--- config.mk ---
export PLATFORM = sky130hd
export DESIGN_NAME = mmbs_top
export DESIGN_NICKNAME = d
export VERILOG_FILES = /design/src/rtl/mmbs_sync3.v /design/src/rtl/mmbs_top.v
export VERILOG_INCLUDE_DIRS = /design/src /design/src/rtl
export SDC_FILE = /design/constraint.sdc
export NUM_CORES = 1
export LEC_CHECK = 0
export ABC_AREA = 1
export BUFFER_PORTS_ARGS = -buffer_cell sky130_fd_sc_hd__buf_2
export CELL_PAD_IN_SITES_DETAIL_PLACEMENT = 1
export CELL_PAD_IN_SITES_GLOBAL_PLACEMENT = 2
export CORE_AREA = 2 2 150 152
export CTS_BUF_LIST = sky130_fd_sc_hd__clkbuf_8 sky130_fd_sc_hd__clkbuf_16
export DETAILED_ROUTE_END_ITERATION = 6
export DIE_AREA = 0 0 152 154
export PLACE_DENSITY_LB_ADDON = 0.1
export SYNTH_ARGS = -nofsm -noshare
export SYNTH_HDL_FRONTEND = slang
export SYNTH_HIERARCHICAL = 1
export SYNTH_SLANG_ARGS = --single-unit
export TNS_END_PERCENT = 5
--- constraint.sdc ---
create_clock -name i_clk -period 3.95 [get_ports i_clk]
set_input_delay 0.395 -clock i_clk [delete_from_list [all_inputs] [get_ports i_clk]]
set_output_delay 0.395 -clock i_clk [all_outputs]
set_load 0.02 [all_outputs]
--- src/rtl/mmbs_consts.vh ---
// Constants for the memory map, boot select and code security block.
// Assumes a 16-bit word-addressed program and data space.
`ifndef MMBS_CONSTS_VH
`define MMBS_CONSTS_VH

// Program space windows
`define MMBS_BOOT_BASE 16'h0000
`define MMBS_BOOT_LAST 16'h00ff
`define MMBS_FLASH_LAST 16'h7fff
`define MMBS_SEC1_BASE 16'h1000
`define MMBS_SEC2_BASE 16'h4000
`define MMBS_SEC3_BASE 16'h7000
`define MMBS_PRAM_BASE 16'h8000
`define MMBS_PRAM_LAST 16'h87ff

// Data space window of the single access RAM
`define MMBS_DRAM_BASE 16'h8000
`define MMBS_DRAM_LAST 16'h87ff

// Stored password and password entry words
`define MMBS_PWD_BASE 16'h0040
`define MMBS_KEY_BASE 16'h77f0
`define MMBS_KEY_HI_MASK 16'hfffc

// System control status 2 layout and reset values
`define MMBS_SCS2_PON_BIT 0
`define MMBS_SCS2_DON_BIT 1
`define MMBS_SCS2_BOOT_BIT 3
`define MMBS_RAM_ON_RST 1'b1
`define MMBS_BOOT_DIS_RST 1'b1

// Clock multipliers picked by the strap
`define MMBS_MULT_LOW 3'h2
`define MMBS_MULT_HIGH 3'h4

// Cycles after reset release before straps are caught
`define MMBS_STRAP_WAIT 3'h4

`endif

--- src/rtl/mmbs_sync3.v ---
// Three stage input synchroniser with agreement filter.
// Assumes one clock; the input may change at any time.
module mmbs_sync3 (
	// Clock and reset
	input wire i_clk,
	input wire i_rst_n,
	// Raw input and a reset level port that the stages ignore; they always reset high
	input wire i_async,
	input wire i_rst_val,
	// Qualified level
	output reg o_level
);

	reg s1_q; // First stage, read only by the second
	reg s2_q; // Second stage
	reg s3_q; // Third stage

	// Shift chain; output follows once the last two stages agree
	always @(posedge i_clk or negedge i_rst_n) begin
		if (!i_rst_n) begin
			s1_q <= 1'b1;
			s2_q <= 1'b1;
			s3_q <= 1'b1;
			o_level <= 1'b1;
		end else begin
			s1_q <= i_async;
			s2_q <= s1_q;
			s3_q <= s2_q;
			if (s2_q == s3_q) begin
				o_level <= s3_q;
			end
		end
	end

	// Reset level port kept for callers wanting a pulled-up default
	wire unused_rst_val;
	assign unused_rst_val = i_rst_val;

endmodule // mmbs_sync3

--- src/rtl/mmbs_top.v ---
// Memory map decode, boot ROM select and code security unlock.
// Assumes a zero wait CPU access port and flash read data in the same
// cycle as the access; external host accesses are flagged by i_acc_host.
//
// What this block does
// RULE_01 - Two bits map RAM; reset to both
// RULE_02 - RAM off sends 8000h program to external
// RULE_03 - Four flash sectors, each write protectable
// RULE_04 - Flash fetches complete with zero wait states
// RULE_05 - Boot ROM at 0000-00FF, pin low enables
// RULE_06 - Pin low at reset clears bit 3
// RULE_07 - Write 0 enables, 1 disables boot ROM
// RULE_08 - Flash disabled while boot ROM enabled
// RULE_09 - Transmit strap low gives x2, else x4
// RULE_10 - Secured state blocks host program reads
// RULE_11 - Host dummy reads words 40h-43h first
// RULE_12 - Host writes matching password to 77F0h-77F3h
// RULE_13 - Blank password unlocks after dummy read
// RULE_14 - Unsecured one cycle after final step
// RULE_15 - Reset returns to secured state
// RULE_16 - Mismatch keeps device secured until redone
`include "mmbs_consts.vh"
module mmbs_top (
	// Clock and reset
	input wire i_clk,
	input wire i_arst_n,
	// Strap pins
	input wire i_boot_select_n,
	input wire i_serial_transmit_strap,
	// System control status 2 write port
	input wire i_scs2_we,
	input wire [15:0] i_scs2_wdata,
	// Flash sector write protect, one bit per sector
	input wire [3:0] i_sector_protect,
	// Memory access port
	input wire i_acc_valid,
	input wire i_acc_prog,
	input wire i_acc_wr,
	input wire i_acc_host,
	input wire [15:0] i_acc_addr,
	input wire [15:0] i_acc_wdata,
	input wire [15:0] i_acc_rdata,
	// Decode results
	output reg o_sel_boot,
	output reg o_sel_flash,
	output reg o_sel_ram,
	output reg o_sel_ext,
	output reg [1:0] o_flash_sector,
	output reg o_flash_wr_ok,
	output wire o_acc_ready,
	output wire o_acc_deny,
	// State
	output wire [15:0] o_scs2,
	output reg [2:0] o_pll_mult,
	output reg o_strap_done,
	output reg o_unsecured
);

	// Reset release through two flops
	reg rst_s1_q;
	reg rst_n;
	always @(posedge i_clk or negedge i_arst_n) begin
		if (!i_arst_n) begin
			rst_s1_q <= 1'b0;
			rst_n <= 1'b0;
		end else begin
			rst_s1_q <= 1'b1;
			rst_n <= rst_s1_q;
		end
	end

	// Qualified strap levels
	wire boot_pin;
	wire txd_pin;
	mmbs_sync3 u_sync_boot (
		.i_clk(i_clk),
		.i_rst_n(rst_n),
		.i_async(i_boot_select_n),
		.i_rst_val(1'b1),
		.o_level(boot_pin)
	);
	mmbs_sync3 u_sync_txd (
		.i_clk(i_clk),
		.i_rst_n(rst_n),
		.i_async(i_serial_transmit_strap),
		.i_rst_val(1'b1),
		.o_level(txd_pin)
	);

	// Control bits of system control status 2
	reg program_space_ram_on_q; // RAM seen in program space
	reg data_space_ram_on_q; // RAM seen in data space
	reg boot_dis_q; // 1 = boot ROM off, flash on
	reg [2:0] strap_cnt_q; // Settle count after release
	wire strap_catch;
	assign strap_catch = !o_strap_done && (strap_cnt_q == `MMBS_STRAP_WAIT);

	// Control bits and strap capture
	always @(posedge i_clk or negedge rst_n) begin
		if (!rst_n) begin
			program_space_ram_on_q <= `MMBS_RAM_ON_RST; // [RULE_01]
			data_space_ram_on_q <= `MMBS_RAM_ON_RST; // [RULE_01]
			boot_dis_q <= `MMBS_BOOT_DIS_RST;
			strap_cnt_q <= 3'h0;
			o_strap_done <= 1'b0;
			o_pll_mult <= `MMBS_MULT_HIGH;
		end else begin
			if (!o_strap_done) begin
				strap_cnt_q <= strap_cnt_q + 3'h1;
			end
			if (strap_catch) begin
				// Low pin at reset clears the disable bit
				o_strap_done <= 1'b1;
				boot_dis_q <= boot_pin; // [RULE_05] [RULE_06]
				// Pulled-up pin reads high and gives the default
				o_pll_mult <= txd_pin ? `MMBS_MULT_HIGH :
					`MMBS_MULT_LOW; // [RULE_09]
			end else if (i_scs2_we) begin
				// Software writes map bits and boot disable
				program_space_ram_on_q <=
					i_scs2_wdata[`MMBS_SCS2_PON_BIT]; // [RULE_01]
				data_space_ram_on_q <=
					i_scs2_wdata[`MMBS_SCS2_DON_BIT]; // [RULE_01]
				boot_dis_q <= i_scs2_wdata[`MMBS_SCS2_BOOT_BIT]; // [RULE_07]
			end
		end
	end

	// Readback of the control word; unused bits read zero
	assign o_scs2 = {12'h000, boot_dis_q, 1'b0, data_space_ram_on_q,
		program_space_ram_on_q};

	// Address decode of the access port
	always @* begin
		o_sel_boot = 1'b0;
		o_sel_flash = 1'b0;
		o_sel_ram = 1'b0;
		o_sel_ext = 1'b0;
		o_flash_sector = 2'h0;
		o_flash_wr_ok = 1'b0;
		// Sector index from the 4K/12K/12K/4K split
		if (i_acc_addr >= `MMBS_SEC3_BASE) begin
			o_flash_sector = 2'h3; // [RULE_03]
		end else if (i_acc_addr >= `MMBS_SEC2_BASE) begin
			o_flash_sector = 2'h2; // [RULE_03]
		end else if (i_acc_addr >= `MMBS_SEC1_BASE) begin
			o_flash_sector = 2'h1; // [RULE_03]
		end
		if (i_acc_valid && i_acc_prog) begin
			if (!boot_dis_q && i_acc_addr <= `MMBS_BOOT_LAST) begin
				o_sel_boot = 1'b1; // [RULE_05]
			end else if (i_acc_addr <= `MMBS_FLASH_LAST) begin
				// Flash stays dark while the boot ROM is on
				o_sel_flash = boot_dis_q; // [RULE_08]
				// Writes allowed only into unprotected sectors
				o_flash_wr_ok = boot_dis_q && i_acc_wr &&
					!i_sector_protect[o_flash_sector]; // [RULE_03]
			end else if (i_acc_addr <= `MMBS_PRAM_LAST) begin
				// RAM window, forwarded outside when unmapped
				o_sel_ram = program_space_ram_on_q; // [RULE_01]
				o_sel_ext = !program_space_ram_on_q; // [RULE_02]
			end else begin
				o_sel_ext = 1'b1;
			end
		end else if (i_acc_valid) begin
			if (data_space_ram_on_q && i_acc_addr >= `MMBS_DRAM_BASE &&
				i_acc_addr <= `MMBS_DRAM_LAST) begin
				o_sel_ram = 1'b1; // [RULE_01]
			end
		end
	end

	// Every access, flash included, completes in its own cycle
	assign o_acc_ready = 1'b1; // [RULE_04]

	// Host reads of program memory are refused while secured
	assign o_acc_deny = i_acc_valid && i_acc_host && i_acc_prog &&
		!i_acc_wr && !o_unsecured; // [RULE_10]

	// Security unlock state
	reg [15:0] pwd_q [0:3]; // Stored words seen by the dummy read
	reg [3:0] read_seen_q; // Which stored words were read
	reg [3:0] key_ok_q; // Which entry words matched
	wire [1:0] word_idx;
	wire pwd_rd;
	wire key_wr;
	wire blank;
	wire key_hit;
	wire [3:0] key_ok_next;
	wire unlock_now;
	wire [3:0] seen_next; // Words seen once this cycle's read lands
	wire [15:0] pwd_n0; // Stored word 0 once this cycle's read lands
	wire [15:0] pwd_n1; // Stored word 1 once this cycle's read lands
	wire [15:0] pwd_n2; // Stored word 2 once this cycle's read lands
	wire [15:0] pwd_n3; // Stored word 3 once this cycle's read lands
	integer k;

	assign word_idx = i_acc_addr[1:0];
	// Dummy read of the stored words in program space
	assign pwd_rd = i_acc_valid && i_acc_prog && !i_acc_wr &&
		((i_acc_addr & `MMBS_KEY_HI_MASK) == `MMBS_PWD_BASE); // [RULE_11]
	// Entry writes to the password window in data space
	assign key_wr = i_acc_valid && !i_acc_prog && i_acc_wr &&
		(read_seen_q == 4'hf) &&
		((i_acc_addr & `MMBS_KEY_HI_MASK) == `MMBS_KEY_BASE); // [RULE_12]
	assign key_hit = key_wr && (i_acc_wdata == pwd_q[word_idx]);
	// Look ahead past the current dummy read so that the final read
	// unlocks at its own edge, the same latency as the final write
	assign seen_next = pwd_rd ? (read_seen_q | (4'h1 << word_idx)) :
		read_seen_q;
	assign pwd_n0 = (pwd_rd && word_idx == 2'h0) ? i_acc_rdata : pwd_q[0];
	assign pwd_n1 = (pwd_rd && word_idx == 2'h1) ? i_acc_rdata : pwd_q[1];
	assign pwd_n2 = (pwd_rd && word_idx == 2'h2) ? i_acc_rdata : pwd_q[2];
	assign pwd_n3 = (pwd_rd && word_idx == 2'h3) ? i_acc_rdata : pwd_q[3];
	// Blank stored password needs no entry
	assign blank = ((pwd_n0 & pwd_n1 & pwd_n2 & pwd_n3) == 16'hffff) ||
		((pwd_n0 | pwd_n1 | pwd_n2 | pwd_n3) == 16'h0000); // [RULE_13]
	assign key_ok_next = key_hit ? (key_ok_q | (4'h1 << word_idx)) :
		key_ok_q;
	// A read restarts entry, so only a blank store unlocks on a read
	assign unlock_now = (seen_next == 4'hf) &&
		(blank || (!pwd_rd && key_ok_next == 4'hf));

	// Dummy read capture, password match and unlock
	always @(posedge i_clk or negedge rst_n) begin
		if (!rst_n) begin
			for (k = 0; k < 4; k = k + 1) begin
				pwd_q[k] <= 16'h0000;
			end
			read_seen_q <= 4'h0;
			key_ok_q <= 4'h0;
			o_unsecured <= 1'b0; // [RULE_15]
		end else begin
			if (pwd_rd) begin
				// A fresh dummy read restarts the entry sequence
				pwd_q[word_idx] <= i_acc_rdata; // [RULE_11]
				read_seen_q <= read_seen_q | (4'h1 << word_idx);
				key_ok_q <= 4'h0;
			end else if (key_wr && !key_hit) begin
				// Wrong word throws away partial matches
				key_ok_q <= 4'h0; // [RULE_16]
			end else begin
				key_ok_q <= key_ok_next; // [RULE_12]
			end
			// Unsecured from the edge after the final step
			if (!(key_wr && !key_hit) && unlock_now) begin
				o_unsecured <= 1'b1; // [RULE_14] [RULE_13]
			end
		end
	end

endmodule // mmbs_top

* Yosys cells after proc, flatten, opt, wreduce, memory -nomap -nowiden
Index checks and enable logic that the tools add are counted.
Storage, ports and cells: flip-flop bits (word level) 93, input port bits 77, output and inout bits 30, logic and storage cells 141
Operators by class: $add $sub $neg 1, order comparisons 10, equality and inequality tests 13, shift operators 1, multiplexer cells 40, bitwise gates (word level) 10, reduce and logical (&&, ||, !) cells 43
Operators with widths (number):
- $mux W16 | 7
- $bwmux W64 | 1
- $and A16 B16 Y16 | 3
- $or A16 B16 Y16 | 3
- $bmux W16 S2 | 1
- $demux W16 S2 | 1
- $ge A16 B15 Y1 const B | 2
- $logic_and A1 B1 Y1 | 27
- $mux W1 | 22
- $eq A16 B16 Y1 | 1
- $eq A16 B16 Y1 const B | 1
- $ge A16 B13 Y1 const B | 1
- $ge A16 B16 Y1 const B | 1
- $le A16 B15 Y1 const B | 1
- $le A16 B16 Y1 const B | 1
- $le A16 B8 Y1 const B | 1
- $logic_not A16 Y1 | 1
- $mux W4 | 4
- $eq A14 B13 Y1 const B | 1
- $eq A14 B5 Y1 const B | 1
- $eq A4 B4 Y1 const B | 3
- $logic_not A1 Y1 | 10
- $or A4 B4 Y4 | 2
- $eq A2 B2 Y1 const B | 2
- other kinds (17) | 20

* Logic depth before layout (Yosys ltp)
depth in word-level cells 13, depth in mapped cells 19

* Cells and area by module
The synthesis kept the hierarchy.
Modules (own cells, without submodules):
- mmbs_top | times used 1, cells each 1014, area an instance 6234.7 µm², seq. area each 2107.0 µm²
- mmbs_sync3 | times used 2, cells each 8, area an instance 121.4 µm², seq. area each 105.1 µm²

* Worst setup path before layout
OpenSTA, ideal clock, no wires.
kind input to output, from in i_acc_addr[12], to out o_flash_wr_ok, arrival time 1.773 ns, setup slack 1.782 ns, cell stages on the path 6, path buffers 0, cells stage by stage nor2_2 > o211ai_1 > o21ai_0 > a21oi_1 > o211ai_1 > nor3_1
On the way: longest elaborated chain between the ends 11, elaborated cells between the ends (all ways) 16, those cells by class order compare: 5; mux: 8; reduce/logical: 3
RTL lines:
- from (decl) | RTL line mmbs_top.v:40 | input wire [15:0] i_acc_addr,
- $ge A16 B13 Y1 (no line)
- $mux W1 | RTL line mmbs_top.v:146 | end else if (i_acc_addr >= `MMBS_SEC1_BASE) begin
- $mux W2 | RTL line mmbs_top.v:144 | end else if (i_acc_addr >= `MMBS_SEC2_BASE) begin
- $mux W2 (*) | RTL line mmbs_top.v:142 | if (i_acc_addr >= `MMBS_SEC3_BASE) begin
- via o_flash_sector[0] | RTL line mmbs_top.v:48 | output reg [1:0] o_flash_sector,
- $bmux W1 S2 (*) | RTL line mmbs_top.v:157 | !i_sector_protect[o_flash_sector];
- $mux W1 (implied by the code) (*) | RTL line mmbs_top.v:157
- $logic_not A1 Y1 (*) | RTL line mmbs_top.v:157
- $logic_and A1 B1 Y1 (*) | RTL line mmbs_top.v:156 | o_flash_wr_ok = boot_dis_q && i_acc_wr &&
- $mux W1 (*) | RTL line mmbs_top.v:152 | end else if (i_acc_addr <= `MMBS_FLASH_LAST) begin
- $mux W1 (*) | RTL line mmbs_top.v:150 | if (!boot_dis_q && i_acc_addr <= `MMBS_BOOT_LAST) begin
- $mux W1 (*) | RTL line mmbs_top.v:149 | if (i_acc_valid && i_acc_prog) begin
- to (decl) | RTL line mmbs_top.v:49 | output reg o_flash_wr_ok,
The timed path passes the listed nets; every way through them passes the cells marked *. The select of a mux whose other input is x is not followed.

* Worst setup path in the final report
from in i_acc_addr[3], to reg o_unsecured
On the way: longest elaborated chain between the ends 12, elaborated cells between the ends (all ways) 34, those cells by class eq/ne: 5; mux: 6; bitwise: 6; reduce/logical: 17
RTL lines:
- $eq A14 B5 Y1 (no line)
- $logic_and A1 B1 Y1 | RTL line mmbs_top.v:200 | assign pwd_rd = i_acc_valid && i_acc_prog && !i_acc_wr &&
- $logic_and A1 B1 Y1, on equally long branches | RTL line mmbs_top.v:211, mmbs_top.v:212
- $mux W16, on equally long branches | RTL line mmbs_top.v:211, mmbs_top.v:212
- $and A16 B16 Y16 / $or A16 B16 Y16 (equally long branches) (3 in series) | RTL line mmbs_top.v:216, mmbs_top.v:217
- $eq A16 B16 Y1 / $logic_not A16 Y1 (equally long branches) | RTL line mmbs_top.v:216, mmbs_top.v:217
- $logic_or A1 B1 Y1 | RTL line mmbs_top.v:216 | assign blank = ((pwd_n0 & pwd_n1 & pwd_n2 & pwd_n3) == 16'hffff) ||
- $logic_or A1 B1 Y1 | RTL line mmbs_top.v:222 | (blank || (!pwd_rd && key_ok_next == 4'hf));
- $logic_and A1 B1 Y1 | RTL line mmbs_top.v:221 | assign unlock_now = (seen_next == 4'hf) &&
- $logic_and A1 B1 Y1 (*) | RTL line mmbs_top.v:246 | if (!(key_wr && !key_hit) && unlock_now) begin
- to (signal assigned) | RTL line mmbs_top.v:232 | o_unsecured <= 1'b0;
- to (signal assigned) | RTL line mmbs_top.v:247 | o_unsecured <= 1'b1;
- to (decl) | RTL line mmbs_top.v:56 | output reg o_unsecured
Every way passes the cells marked *; elsewhere a longest branch is shown, timed or not. A chain may end at the register's enable or synchronous reset.

==> metrics.yaml <==
worst_setup_path:
  worstReg2RegStart: "pwd_q[21]"
  crit_path_top_delay_cell: "nand4_2"
  critPathTopFamily: "simple AND/OR/NAND/NOR gates"
  crit_buf_inv: 1
  cp-startpoint: "i_acc_addr[3]"
  critical_path_required_ns: 4.26
  start_kind: "input pin"
  crit_fanout: 22
  path_cells: "buf_2 -> nor2_1 -> nand2_1 -> nor2_4 -> nand4_2 -> o21ai_0 -> nand2_1 -> nor2_1 -> nand2_1 -> nor2_1 -> nand2_1 -> nor2_1 -> nor2_1 -> nand2_1 -> nand2_1 -> nand2_1"
  path_class: "in2reg"
  slowest_delay_ns: 0.68
  cp-end-kind: "flip-flop"
  cpMostUsedCell: "nand2_1"
  crit_arrival_ns: 3.17
clock_network:
  cts_tree: "built"
  numCtsBuffers: 9
  post-cts-setup-buffers: 0
  root_buffer: "clkbuf_16"
  cts_sinks: 92
  cts_max_path_buffers: 2
  cts_resized: 0
  cts_hold_buffers: 1
  insertion_delay_ns: 0.36
  htree_levels: 3
  clk_pin_slew_ns: 0.08
timing:
  hold_viol_final: 0
  rsz0062_at_grt: "no"
  min_period_over_period_pct: 72.6
  skew_ns: 0.0141
  max_freq_mhz: 349
  relSlewSlack_pct: 44.7
  period_minus_slack_ns: 2.87
  final_max_slew_viol_count: 0
  worst_slew_pin_slew_ns: 0.830
  finalSetupViolations: 0
  fin_setup_tns_ns: 0
pwr:
  power.total_mw: 2.14
  p_seq_share_pct: 45.7
  p_int_mw: 1.54
  p_leak_nw: 4.06
  vdd.ir_drop.worst_uv: 204
  swShare_pct: 28.0
  combPwrFrac_pct: 10.3
  p_sw_mw: 0.600
  clockPowerShare_pct: 44.0
  power_density_nw_per_um2: 289
route:
  avgRoutedWirePerCell_um: 16.4
  dr.pass1.iters: 5
  route.detailed.drc: 0
  drtIter0Drc: 281
  vias_per_cell: 4.69
  postRouteAntennaNets: 0
  drt_wl_total_mm: 22.7
  num_vias: 6487
global_routing:
  grt_pass1_vias: 6766
  grt_max_degree: 59
  overflow: 0
  antenna_found_initial: 0
  track_usage_pct: 20.1
  grt_pass1_wl_mm: 37.0
synthesis:
  postSynthCellCount: 1030
  synth_area_leaders: "dfrtp_1 (31%), nand2_1 (25%), inv_1 (8.3%)"
  yosysTopAreaCell: "dfrtp_1"
  async_reset_ff_share_pct: 100
  ys_top_cells_by_count: "nand2_1 (423), inv_1 (144), dfrtp_1 (80)"
  synth_most_common_cell: "nand2_1"
  ys_ff_latch: 92
  avgSynthCellArea_um2: 6.29
  synth.cell_area_um2: 6480
  synthFlopType: "dfrtp_1"
  synth_top_cell_area_share_pct: 30.9
  ys_warn_count: 6
  synth_edf_count: 0
  synth_cell_types: 33
  synth_seq_area_share_pct: 35.8
min_path:
  min-delay-start: "i_serial_transmit_strap"
  hold_class: "in2reg"
flow_run:
  drv_cap: 0
floorplan:
  die_w_um: 152
  die_y_um: 154
  rows: 54
  start_util_pct: 29.9
  ios: 107
  core_area_um2: 21700
  die-area_um2: 23400
place:
  portBuffers: 78
  globalplace.congestion: 0.792
  dpl.hpwl_mm: 16.6
outcome:
  outcome: "finished, final reports clean"
finish:
  diodes: 0
  nets: 1177
  drive_gt1_share_pct: 14.3
  synthToLayoutAreaGrowth_pct: 14.3
## power by group through the flow
| stage | clock network, mW | logic, mW | registers (mW) |
|---|---|---|---|
| finish | 0.942 | 0.221 | 0.978 |
| global route | 0.995 | 0.246 | 0.983 |
| CTS | 0.969 | 0.224 | 0.980 |
| detailed placement | 0 | 0.223 | 0.998 |
| global placement | 0 | 0.221 | 0.998 |
| floorplan | 0 | 0.131 | 0.998 |
## cell type report
class / count / area [um^2]
fill: 2866 / 14300
multi-input combinational: 742 / 3280
sequential: 92 / 2320
timing repair buffer: 103 / 581
inverter: 150 / 563
tap: 280 / 350
clock buffer: 10 / 239
clock inverter: 6 / 71.3
## cell usage in the layout, fill, tap and decap left out, types with 2 or more instances in the layout
| master | n |
|---|---|
| a21oi_1 | 6 |
| buf_2 | 78 |
| buf_4 | 24 |
| clkbuf_16 | 9 |
| conb_1 | 16 |
| dfrtp_1 | 79 |
| dfstp_2 | 12 |
| ha_1 | 2 |
| inv_1 | 145 |
| inv_2 | 6 |
| inv_6 | 2 |
| mux2_2 | 2 |
| nand2_1 | 423 |
| nand2_2 | 2 |
| nand3_1 | 29 |
| nand3_2 | 4 |
| nand4_1 | 69 |
| nand4_2 | 2 |
| nor2_1 | 78 |
| nor2_2 | 8 |
| nor2_4 | 4 |
| nor3_1 | 5 |
| o211ai_1 | 2 |
| o21ai_0 | 32 |
| o21ai_1 | 51 |
## worst paths after layout
kind,to,slack (ns),depth (start not counted)
setup reg to reg,o_unsecured,1.54,15
max in group asynchronous,pwd_q[40],2.68,1
hold reg to reg,rst_n,0.35,0
setup / recovery,o_unsecured,1.08,16
min in group asynchronous,rst_n,0.34,2
hold / removal,u_sync_txd/s1_q,0.13,1
## worst reg2reg max path: stages (launching register included)
cell and delay, ns:
dfrtp_1 0.35, inv_1 0.05, o21ai_0 0.32, nand2_1 0.13, nand3_1 0.10, nand2_1 0.05, nor2_1 0.30, nand2_1 0.11
nor2_2 0.21, nand3_2 0.17, o21ai_1 0.22, nor2_1 0.07, nand2_1 0.06, nand2_1 0.06, nand2_1 0.07, nand2_1 0.04
## state kept, by name (all words and copies together), names as in the netlist
name and flops:
u_sync_txd/s2_q 1, u_sync_boot/s2_q 1, pwd_q 64, u_sync_txd/s1_q 1, data_space_ram_on_q 1, u_sync_txd/o_level 1
read_seen_q 4, program_space_ram_on_q 1, rst_s1_q 1, rst_n 1, o_pll_mult 2, key_ok_q 4
u_sync_boot/s1_q 1, u_sync_txd/s3_q 1, boot_dis_q 1, u_sync_boot/s3_q 1, o_strap_done 1, strap_cnt_q 3
o_unsecured 1, u_sync_boot/o_level 1
## kinds of logic after synthesis
family | synth area share (%)
buf+inv | 14.5
other cells | 0.116
mux | 0.348
simple gates | 41.2
compound gates | 7.46
xor+xnor | 0.270
flops | 35.8
fa+ha+maj | 0.386
## metal layers
| metal | vias to the layer above | global-route usage [%] | share of wire [%] |
|---|---|---|---|
| met2 | 116 | 34.9 | 48 |
| li1 | 3320 | - | - |
| met4 | 0 | 3.83 | 0.94 |
| met5 | - | 0 | 0 |
| met1 | 3037 | 26.7 | 47 |
| met3 | 14 | 3.07 | 3.8 |
## through the flow
stage | util [%] | area (um^2) | instances | worst slack [ns] | hold WS [ns]
after global routing | 34.1 | 7400 | 1383 | 0.675 | 0.120
final | 34.1 | 7400 | 1383 | 1.08 | 0.133
after floorplan | - | 6530 | 1044 | 1.22 | 0.0994
after detailed placement | 32.7 | 7080 | 1366 | 0.592 | 0.181
after global placement | 32.7 | 7080 | 1366 | 0.603 | 0.182
after CTS | 34.1 | 7400 | 1383 | 0.957 | 0.115
Note: power is estimated with default switching activity, not from simulation.
